### src/rtl/bpbc_pkg.sv
// package of constants for the board power and boot controller
`default_nettype none
package bpbc_pkg;
    // clock rate and sequencing tick
    localparam int CLK_HZ = 10_000_000;
    localparam int TICK_US = 1000;
    localparam int TICK_CYCLES = CLK_HZ / 1_000_000 * TICK_US;
    // register addresses (byte wide bank over the i2c target)
    localparam logic [7:0] ADDR_BOARD_CONTROL = 8'h00;
    localparam logic [7:0] ADDR_BACKLIGHT_DUTY = 8'h01;
    localparam logic [7:0] ADDR_SUPPLY_STATUS = 8'h07;
    // board_control field positions
    localparam int CTL_ROUTE_LSB = 0;
    localparam int CTL_CAM_LSB = 2;
    localparam int CTL_CARRIER_RST = 4;
    // reset values
    localparam logic [7:0] BOARD_CONTROL_RST = 8'h00;
    localparam logic [7:0] BACKLIGHT_DUTY_RST = 8'h00;
    // camera routing encodings
    localparam logic [1:0] ROUTE_ONE_10BIT = 2'h0;
    localparam logic [1:0] ROUTE_TWO_8BIT = 2'h1;
    localparam logic [1:0] ROUTE_ONE_16BIT = 2'h2;
    localparam logic [1:0] ROUTE_INVALID = 2'h3;
    // number of rails and ticks between carrier power and cpu release
    localparam int NUM_RAILS = 6;
    localparam int RELEASE_TICKS = 1;
endpackage
`default_nettype wire

### src/rtl/bpbc_sync.sv
// three stage input synchroniser with agreement filter
`timescale 1ns/1ps
`default_nettype none
module bpbc_sync #(
    parameter logic RESET_VALUE = 1'b0
) (
    // clock and reset
    input wire logic core_clk,
    input wire logic rstn,
    // pin in, filtered level out
    input wire logic pin,
    output logic level
);
    logic s1; // first stage, read only by s2
    logic s2;
    logic s3;

    // shift chain; level follows only when stages two and three agree
    always_ff @(posedge core_clk)
    begin
        if (!rstn)
        begin
            s1 <= RESET_VALUE;
            s2 <= RESET_VALUE;
            s3 <= RESET_VALUE;
            level <= RESET_VALUE;
        end
        else
        begin
            s1 <= pin;
            s2 <= s1;
            s3 <= s2;
            if (s2 == s3)
                level <= s3;
        end
    end
endmodule
`default_nettype wire

### src/rtl/bpbc_board_power_boot_controller.sv
// board power sequencer, boot strap driver, led remap and register bank
`timescale 1ns/1ps
`default_nettype none

module bpbc_board_power_boot_controller
    import bpbc_pkg::*;
#(
    parameter int TICK_COUNT = TICK_CYCLES,
    parameter bit WAIT_FOR_BUTTON = 1'b0,
    parameter int RAILS = NUM_RAILS,
    parameter int STRAP_W = 3,
    parameter int BOOT_SEL_W = 3,
    // strap pattern per boot select code, entry i at bits [i*STRAP_W +: W]
    parameter logic [(1 << BOOT_SEL_W) * STRAP_W - 1:0] BOOT_MAP =
        24'hFAC688
) (
    // clock and reset
    input wire logic core_clk,
    input wire logic rstn,
    // supply, button and rail enables
    input wire logic input_supply_fault_n,
    input wire logic power_button_n,
    output logic [RAILS-1:0] rail_enable,
    output logic carrier_power_enable_n,
    // processor and carrier resets
    output logic cpu_por_n,
    input wire logic cpu_reset_request_n,
    output logic carrier_reset_n,
    // boot select in, processor straps out
    input wire logic [BOOT_SEL_W-1:0] boot_select,
    output logic [STRAP_W-1:0] boot_strap,
    // ethernet phy leds in, module leds out
    input wire logic phy_led1,
    input wire logic phy_led2,
    output logic led_link1000_n,
    output logic led_link100,
    output logic led_activity_n,
    // register bus from the i2c target core
    input wire logic [7:0] reg_addr,
    input wire logic [7:0] reg_wdata,
    input wire logic reg_write,
    input wire logic reg_read,
    output logic [7:0] reg_rdata,
    // camera routing, camera present and backlight
    output logic [1:0] camera_route_config,
    output logic [1:0] camera_present_pins,
    output logic backlight_pwm
);
    localparam int TW = $clog2(TICK_COUNT + 1);
    localparam int RW = $clog2(RAILS + 1);

    // elaboration checks
    if (TICK_COUNT < 1)
        $error("tick count must be at least one");
    if (RAILS < 1 || RAILS > 16)
        $error("rail count out of range");
    if (BOOT_SEL_W < 1 || BOOT_SEL_W > 4)
        $error("boot select width out of range");

    typedef enum logic [2:0] {
        BPBC_WAIT_SUPPLY = 3'h0,
        BPBC_WAIT_BUTTON = 3'h1,
        BPBC_RAMP = 3'h2,
        BPBC_CARRIER_ON = 3'h3,
        BPBC_RUNNING = 3'h4
    } bpbc_state_t;

    bpbc_state_t state; // sequencer state
    logic [TW-1:0] tick_cnt; // 1 ms divider
    logic tick; // one cycle enable per ms
    logic [RW-1:0] rails_on; // rails enabled so far
    logic supply_ok; // synchronised supply fault pin (high = good)
    logic button_n; // synchronised power button
    logic reset_req_n; // synchronised reset request
    logic reset_req_q; // previous value for edge detect
    logic [BOOT_SEL_W-1:0] boot_sel_s; // synchronised boot select
    logic [7:0] board_control; // control register
    logic [7:0] backlight_duty; // pwm duty register
    logic [7:0] pwm_cnt; // free running pwm counter
    logic strap_load; // strap reload event

    // pin synchronisers
    bpbc_sync #(.RESET_VALUE(1'b0)) u_sync_supply (
        .core_clk(core_clk), .rstn(rstn),
        .pin(input_supply_fault_n), .level(supply_ok)
    );
    bpbc_sync #(.RESET_VALUE(1'b1)) u_sync_button (
        .core_clk(core_clk), .rstn(rstn),
        .pin(power_button_n), .level(button_n)
    );
    bpbc_sync #(.RESET_VALUE(1'b1)) u_sync_rreq (
        .core_clk(core_clk), .rstn(rstn),
        .pin(cpu_reset_request_n), .level(reset_req_n)
    );
    for (genvar i = 0; i < BOOT_SEL_W; i++)
    begin : g_bsel
        bpbc_sync #(.RESET_VALUE(1'b0)) u_sync_bsel (
            .core_clk(core_clk), .rstn(rstn),
            .pin(boot_select[i]), .level(boot_sel_s[i])
        );
    end

    // 1 ms tick divider
    always_ff @(posedge core_clk)
    begin
        if (!rstn)
        begin
            tick_cnt <= '0;
            tick <= 1'b0;
        end
        else if (tick_cnt == TW'(TICK_COUNT - 1))
        begin
            tick_cnt <= '0;
            tick <= 1'b1;
        end
        else
        begin
            tick_cnt <= tick_cnt + 1'b1;
            tick <= 1'b0;
        end
    end

    // power sequencing state machine, advances only on ticks
    always_ff @(posedge core_clk)
    begin
        if (!rstn)
        begin
            state <= BPBC_WAIT_SUPPLY;
            rails_on <= '0;
        end
        else if (tick)
        begin
            case (state)
                BPBC_WAIT_SUPPLY:
                begin
                    // a fault during ramp is not handled; rails stay on
                    if (supply_ok)
                        state <= WAIT_FOR_BUTTON ? BPBC_WAIT_BUTTON
                                                 : BPBC_RAMP;
                end
                BPBC_WAIT_BUTTON:
                begin
                    if (!button_n)
                        state <= BPBC_RAMP;
                end
                BPBC_RAMP:
                begin
                    // one more rail per tick keeps adjacent rails apart
                    if (rails_on == RW'(RAILS))
                        state <= BPBC_CARRIER_ON;
                    else
                        rails_on <= rails_on + 1'b1;
                end
                BPBC_CARRIER_ON:
                begin
                    state <= BPBC_RUNNING;
                end
                BPBC_RUNNING:
                begin
                    state <= BPBC_RUNNING;
                end
                default:
                begin
                    state <= BPBC_WAIT_SUPPLY;
                end
            endcase
        end
    end

    // rail enables in fixed order, bit 0 first
    for (genvar r = 0; r < RAILS; r++)
    begin : g_rail
        always_ff @(posedge core_clk)
        begin
            if (!rstn)
                rail_enable[r] <= 1'b0;
            else
                rail_enable[r] <= (rails_on > RW'(r));
        end
    end

    // carrier power and cpu reset outputs
    always_ff @(posedge core_clk)
    begin
        if (!rstn)
        begin
            carrier_power_enable_n <= 1'b1;
            cpu_por_n <= 1'b0;
        end
        else
        begin
            carrier_power_enable_n <= !(state == BPBC_CARRIER_ON ||
                                        state == BPBC_RUNNING);
            cpu_por_n <= (state == BPBC_RUNNING);
        end
    end

    // carrier reset: held until cpu runs, follows request or forced bit
    always_ff @(posedge core_clk)
    begin
        if (!rstn)
            carrier_reset_n <= 1'b0;
        else
            carrier_reset_n <= (state == BPBC_RUNNING) && reset_req_n &&
                               !board_control[CTL_CARRIER_RST];
    end

    // strap reload every cycle while cpu_por_n is low, or on a processor reset request edge
    always_ff @(posedge core_clk)
    begin
        if (!rstn)
            reset_req_q <= 1'b1;
        else
            reset_req_q <= reset_req_n;
    end
    assign strap_load = (reset_req_q && !reset_req_n) || !cpu_por_n;

    // boot straps; pattern table allows any processor boot mode
    always_ff @(posedge core_clk)
    begin
        if (!rstn)
            boot_strap <= '0;
        else if (strap_load)
            boot_strap <= BOOT_MAP[boot_sel_s * STRAP_W +: STRAP_W];
    end

    // led remap: phy led1 low = gigabit link, led2 low = activity
    // a plain gate keeps the led path free of clock latency
    always_comb
    begin
        led_link1000_n = phy_led1;
        led_link100 = phy_led1 & !phy_led2;
        led_activity_n = phy_led2;
    end

    // register writes from the i2c target
    always_ff @(posedge core_clk)
    begin
        if (!rstn)
        begin
            board_control <= BOARD_CONTROL_RST;
            backlight_duty <= BACKLIGHT_DUTY_RST;
        end
        else if (reg_write)
        begin
            case (reg_addr)
                ADDR_BOARD_CONTROL: board_control <= {3'h0, reg_wdata[4:0]};
                ADDR_BACKLIGHT_DUTY: backlight_duty <= reg_wdata;
                default: ; // status and unmapped writes ignored
            endcase
        end
    end

    // register read data, registered on the read strobe
    always_ff @(posedge core_clk)
    begin
        if (!rstn)
            reg_rdata <= 8'h00;
        else if (reg_read)
        begin
            case (reg_addr)
                ADDR_BOARD_CONTROL: reg_rdata <= board_control;
                ADDR_BACKLIGHT_DUTY: reg_rdata <= backlight_duty;
                ADDR_SUPPLY_STATUS: reg_rdata <= {7'h00, supply_ok};
                default: reg_rdata <= 8'h00;
            endcase
        end
    end

    // camera routing and present pins straight from control
    always_comb
    begin
        camera_route_config = board_control[CTL_ROUTE_LSB +: 2];
        camera_present_pins = board_control[CTL_CAM_LSB +: 2];
    end

    // backlight pwm, duty 0 gives always low, 255 gives 255/256
    always_ff @(posedge core_clk)
    begin
        if (!rstn)
        begin
            pwm_cnt <= 8'h00;
            backlight_pwm <= 1'b0;
        end
        else
        begin
            pwm_cnt <= pwm_cnt + 8'h01;
            backlight_pwm <= (pwm_cnt < backlight_duty);
        end
    end
endmodule
`default_nettype wire

### config.mk
export PLATFORM = sky130hd
export DESIGN_NAME = bpbc_board_power_boot_controller
export DESIGN_NICKNAME = d
export VERILOG_FILES = /design/src/rtl/bpbc_pkg.sv /design/src/rtl/bpbc_sync.sv /design/src/rtl/bpbc_board_power_boot_controller.sv
export SDC_FILE = /design/constraint.sdc
export NUM_CORES = 1
export LEC_CHECK = 0
export BUFFER_PORTS_ARGS = -buffer_cell sky130_fd_sc_hd__buf_2
export CAP_MARGIN = 10
export CORE_UTILIZATION = 41
export DETAILED_ROUTE_END_ITERATION = 6
export SLEW_MARGIN = 20
export SYNTH_ARGS = -nofsm -noshare
export SYNTH_HDL_FRONTEND = slang
export SYNTH_SLANG_ARGS = --single-unit
### constraint.sdc
create_clock -name core_clk -period 5.75 [get_ports core_clk]
set_clock_uncertainty 0.15 [all_clocks]
set_input_delay 1.15 -clock core_clk [delete_from_list [all_inputs] [get_ports core_clk]]
set_output_delay 1.15 -clock core_clk [all_outputs]
set_load 0.01 [all_outputs]
Yosys cells after proc, flatten, opt, wreduce, memory -nomap -nowiden

Cells that the tools add are included.

Add/sub/neg operators: 3
$mul: 1
$lt $le $gt $ge: 7
Equal/unequal tests: 17
Shift operators: 1
Muxes and demuxes: 6
Bitwise logic cells: 3
Reduce and logical (&&, ||, !) cells: 18

Operators with widths:

| cell                    | count |
|---|---|
| $pmux 8 s3              | 1 |
| $shiftx 24x6->3 const A | 1 |
| $add 14x1->14 const B   | 1 |
| $eq 14x14->1 const B    | 1 |
| $pmux 3 s4              | 1 |
| $mux 3                  | 3 |
| $add 8x1->8 const B     | 1 |
| $eq 8x1->1 const B      | 1 |
| $eq 8x3->1 const B      | 1 |
| $logic_not 8->1         | 1 |
| $lt 8x8->1              | 1 |
| $eq 1x1->1              | 6 |
| $eq 3x2->1 const B      | 2 |
| $eq 3x3->1 const B      | 2 |
| $gt 3x1->1 const B      | 2 |
| $gt 3x2->1 const B      | 2 |
| $gt 3x3->1 const B      | 2 |
| $logic_not 1->1         | 5 |
| $mul 3x2->5 const B     | 1 |
| $ne 2x2->1 const B      | 2 |
| $reduce_and 2->1        | 2 |
| $reduce_and 4->1        | 1 |
| $reduce_or 2->1         | 2 |
| $add 3x1->3 const B     | 1 |
| other kinds (9)         | 13 |

Register bits: 88
Input bits: 28
Output and inout port bits: 28
Word-level logic and storage cells: 100

Longest topological paths before layout

Depth in word-level cells: 3
Mapped depth: 6
Depth with buffers taken out: 6

Hierarchy

A second synthesis with hierarchy kept.

Cells, all modules: 361
Area, all modules: 3472.1 µm²

Modules (own cells, without submodules):

| module                                | times used | cells an instance | area an instance (µm²) | sequential area each (µm²) |
|---|---|---|---|---|
| bpbc_board_power_boot_controller      | 1          | 301               | 2781.4                 | 1281.2 |
| bpbc_sync (g_bsel[0].u_sync_bsel ...) | 4          | 10                | 116.4                  | 80.1 |
| bpbc_sync (u_sync_button ...)         | 2          | 10                | 112.6                  | 80.1 |

Least setup slack after synthesis

OpenSTA, ideal clock, no wires.

Path type: input port to flip-flop
From: in reg_addr[5]
To: reg backlight_duty[0]
Setup time: 72 ps
Data arrival time: 2433 ps
Required time: 5528 ps
Setup slack: 3095 ps
Cell stages on the path: 5
Buffers on the path: 1
Path through: or4_4 > nor4_4 > and3_1 > buf_6 > mux2i_1

Cells in the longest elaborated chain, start to end: 2

Ends and longest elaborated chain:

| what                       | RTL line                                | RTL |
|---|---|---|
| start, declared            | bpbc_board_power_boot_controller.sv:39  | `input wire logic [7:0] reg_addr,` |
| $eq 8x1->1                 | bpbc_board_power_boot_controller.sv:246 | `case (reg_addr)` |
| $reduce_and 2->1 (no line) | -                                       |  |
| end signal, assigned       | bpbc_board_power_boot_controller.sv:248 | `ADDR_BACKLIGHT_DUTY: backlight_duty <= reg_wdata;` |
| end, declared              | bpbc_board_power_boot_controller.sv:78  | `logic [7:0] backlight_duty;` |

No other way between the ends.
A chain may end at the register's enable or synchronous reset.

==> flow_summary.json <==
{
  "vias_per_cell": 4.716,
  "worst_slack_ps": 2939,
  "finalCritPeriodShare_pct": 48.88,
  "die-area_um2": 8912,
  "start_util_pct": 42.39,
  "setup_viol": 0,
  "p_leak_nw": 1.634,
  "place_ws_ps": 2554,
  "antenna_left": 0,
  "yosys.area_share.adder_pct": 5.004,
  "hold_viol": 0,
  "crit_fanout": 47,
  "drt_iter0_markers": 84,
  "dp_hpwl_mm": 4.501,
  "placed_cell_area_um2": 3812,
  "utilization_pct": 48.55,
  "n_antenna_cell": 0,
  "cts.sinks": 88,
  "synth_nets": 416,
  "cp-end-kind": "flop",
  "yosysTopAreaCellShare_pct": 50.32,
  "ys_async_sr_fraction_pct": 0,
  "grt_max_degree": 48,
  "dr.pass1.iters": 4,
  "num_rows": 33,
  "drv_cap": 0,
  "yosysWarnings": 0,
  "fmax_mhz": 355.8,
  "wire_per_inst_um": 11.77,
  "dieWidth_um": 94.41,
  "power_density_nw_per_um2": 268.6,
  "crit_arrival_ps": 2940,
  "required_ps": 5880,
  "holdWs_ps": 278.5,
  "area_growth_pct": 14.51,
  "cts_root_buffer": "clkbuf_8",
  "cts_hold_buf": 0,
  "netlist_area_um2": 3501,
  "worstSkewPairLatency_ps": 350,
  "design.core.area_um2": 8258,
  "holdCritPathClass": "reg -> reg",
  "die_h_um": 94.41,
  "synth_cell_types": 36,
  "synth.area.mux_share_pct": 6.862,
  "fin_area_um2": 4009,
  "slew_viol_final": 0,
  "layout-drive-gt1-share_pct": 18.03,
  "grt_remaining_overflow": 0,
  "ys_seq_area_share_pct": 50.32,
  "synth-main-ff-cell": "dfxtp_1",
  "fin_tns_setup_ps": 0,
  "grt_pass1_wl_mm": 10.66,
  "post-synth-top-area-cell": "dfxtp_1",
  "yosys.area_share.simple_pct": 22.27,
  "post-place-cells": 516,
  "track_usage_pct": 15.32,
  "slew_headroom_pct": 51.28,
  "grt_antenna_before_repair": 0,
  "num_vias": 2509,
  "drc": 0,
  "synth_top_family_by_area": "simple AND/OR/NAND/NOR gates",
  "io_buffers": 55,
  "finalNonFillerCells": 532,
  "critical_path_class": "in -> reg",
  "clk_pin_slew_ps": 90,
  "grt_pass1_vias": 2383,
  "outcome": "finished clean",
  "place_congestion": 0.7651,
  "cts_resized": 0,
  "ios": 56,
  "avgSynthCellArea_um2": 9.361,
  "synth_xor_xnor_area_share_pct": 4.753,
  "ir_worst_vdd_uv": 106.3,
  "finalWirelength_mm": 6.260,
  "tightest_slew_ps": 730.8,
  "htreeDepth": 3,
  "numCtsBuffers": 9,
  "post_cts_buffers": 0,
  "netlist_top_cells_area": "dfxtp_1, mux2i_1, ha_1, nor2_1, nand2_1",
  "clockBufferDepth": 2,
  "cts_tree": "built",
  "design_power_total_mw": 1.077,
  "finalCriticalPeriod_ps": 2811,
  "netlist_instances": 374,
  "synth-edff-count": 0,
  "synth-seq-cells": 88,
  "fin_nets": 464,
  "grt_setup_unrepaired": "no",
  "startpoint_type": "input pin",
  "num-fill-cells": 806,
  "synth-compound-area-share_pct": 6.254
}
flip-flops by register name (all words and copies together), names as in the netlist, 5 cells and up:
| name | count |
|---|---|
| pwm_cnt | 8 |
| tick_cnt | 14 |
| rail_enable | 6 |
| reg_rdata | 8 |
| board_control | 5 |
| backlight_duty | 8 |
where the power goes:
part	total (mW)	switching [mW]	leakage (nW)	internal, mW
logic	0.0443	0.0250	0.824	0.0193
registers	0.625	0.00599	0.714	0.619
clock network	0.408	0.238	0.0966	0.169
total	1.08	0.269	1.63	0.807
cell usage in the layout, fill, tap and decap left out, drive strengths merged, types with 3 or more instances in the layout:
cell type / Yosys / final
a21oi: 19 / 19
and2: 13 / 13
and3: 4 / 4
buf: 8 / 56
clkbuf: 11 / 9
clkinv: 1 / 4
dfxtp: 88 / 88
ha: 14 / 14
inv: 14 / 17
mux2i: 24 / 24
nand2: 38 / 38
nand2b: 15 / 15
nand3: 11 / 11
nand4: 8 / 8
nor2: 44 / 44
nor2b: 5 / 5
nor3: 9 / 9
nor4: 3 / 3
o21ai: 14 / 14
xnor2: 13 / 13
xor2: 6 / 6
path summary, 6_finish.rpt:
kind,depth (start not counted),slack [ps],startpoint,end
max,5,2940,rstn,backlight_pwm
min,1,280,u_sync_rreq.s1,u_sync_rreq.s2
max reg2reg,6,4040,rails_on[0],rails_on[2]
min reg2reg,1,280,u_sync_rreq.s1,u_sync_rreq.s2
cell families after synthesis:
kind of cell,after synthesis
buffers and inverters,34
muxes,24
adders and majority gates,14
and+or+nand+nor,156
AOI/OAI and AO/OA,39
xor gates and xnor gates,19
DFF,88
cell usage after synthesis (2+ instances only):
library cell	number
nand3_1	11
ha_1	14
inv_1	14
and2_1	13
nor4_1	2
and3_1	4
nor2b_1	5
a21oi_1	19
clkbuf_1	11
xor2_1	6
dfxtp_1	88
nand2_1	38
nor3_1	9
nor2_1	44
buf_4	6
nand4_1	8
xnor2_1	13
o21ai_0	14
mux2i_1	24
nand2b_1	15
critical path, cell delays in order:
cell      delay [ps]
buf_2            560
clkinv_1         380
buf_4            330
a2111o_1         360
a31oi_1          130
layer usage:
layer	global-route usage (%)	wire length [um]	vias to the layer above
met5	0	0	-
met4	6.538	87	0
met3	2.979	185	8
met2	23.79	2742	33
met1	20.66	3244	1131
li1	-	-	1337
layout make-up:
cell class / instances / area (um2) / area share (%)
Sequential cell: 88 / 1762 / 43.95
Clock buffer: 9 / 123.9 / 3.090
Timing Repair Buffer: 56 / 282.8 / 7.054
Inverter: 15 / 56.30 / 1.404
Tap cell: 105 / 131.4 / 3.277
Multi-Input combinational cell: 252 / 1580 / 39.42
Clock inverter: 7 / 72.57 / 1.810
No activity file was read; power rests on OpenSTA's default activity.
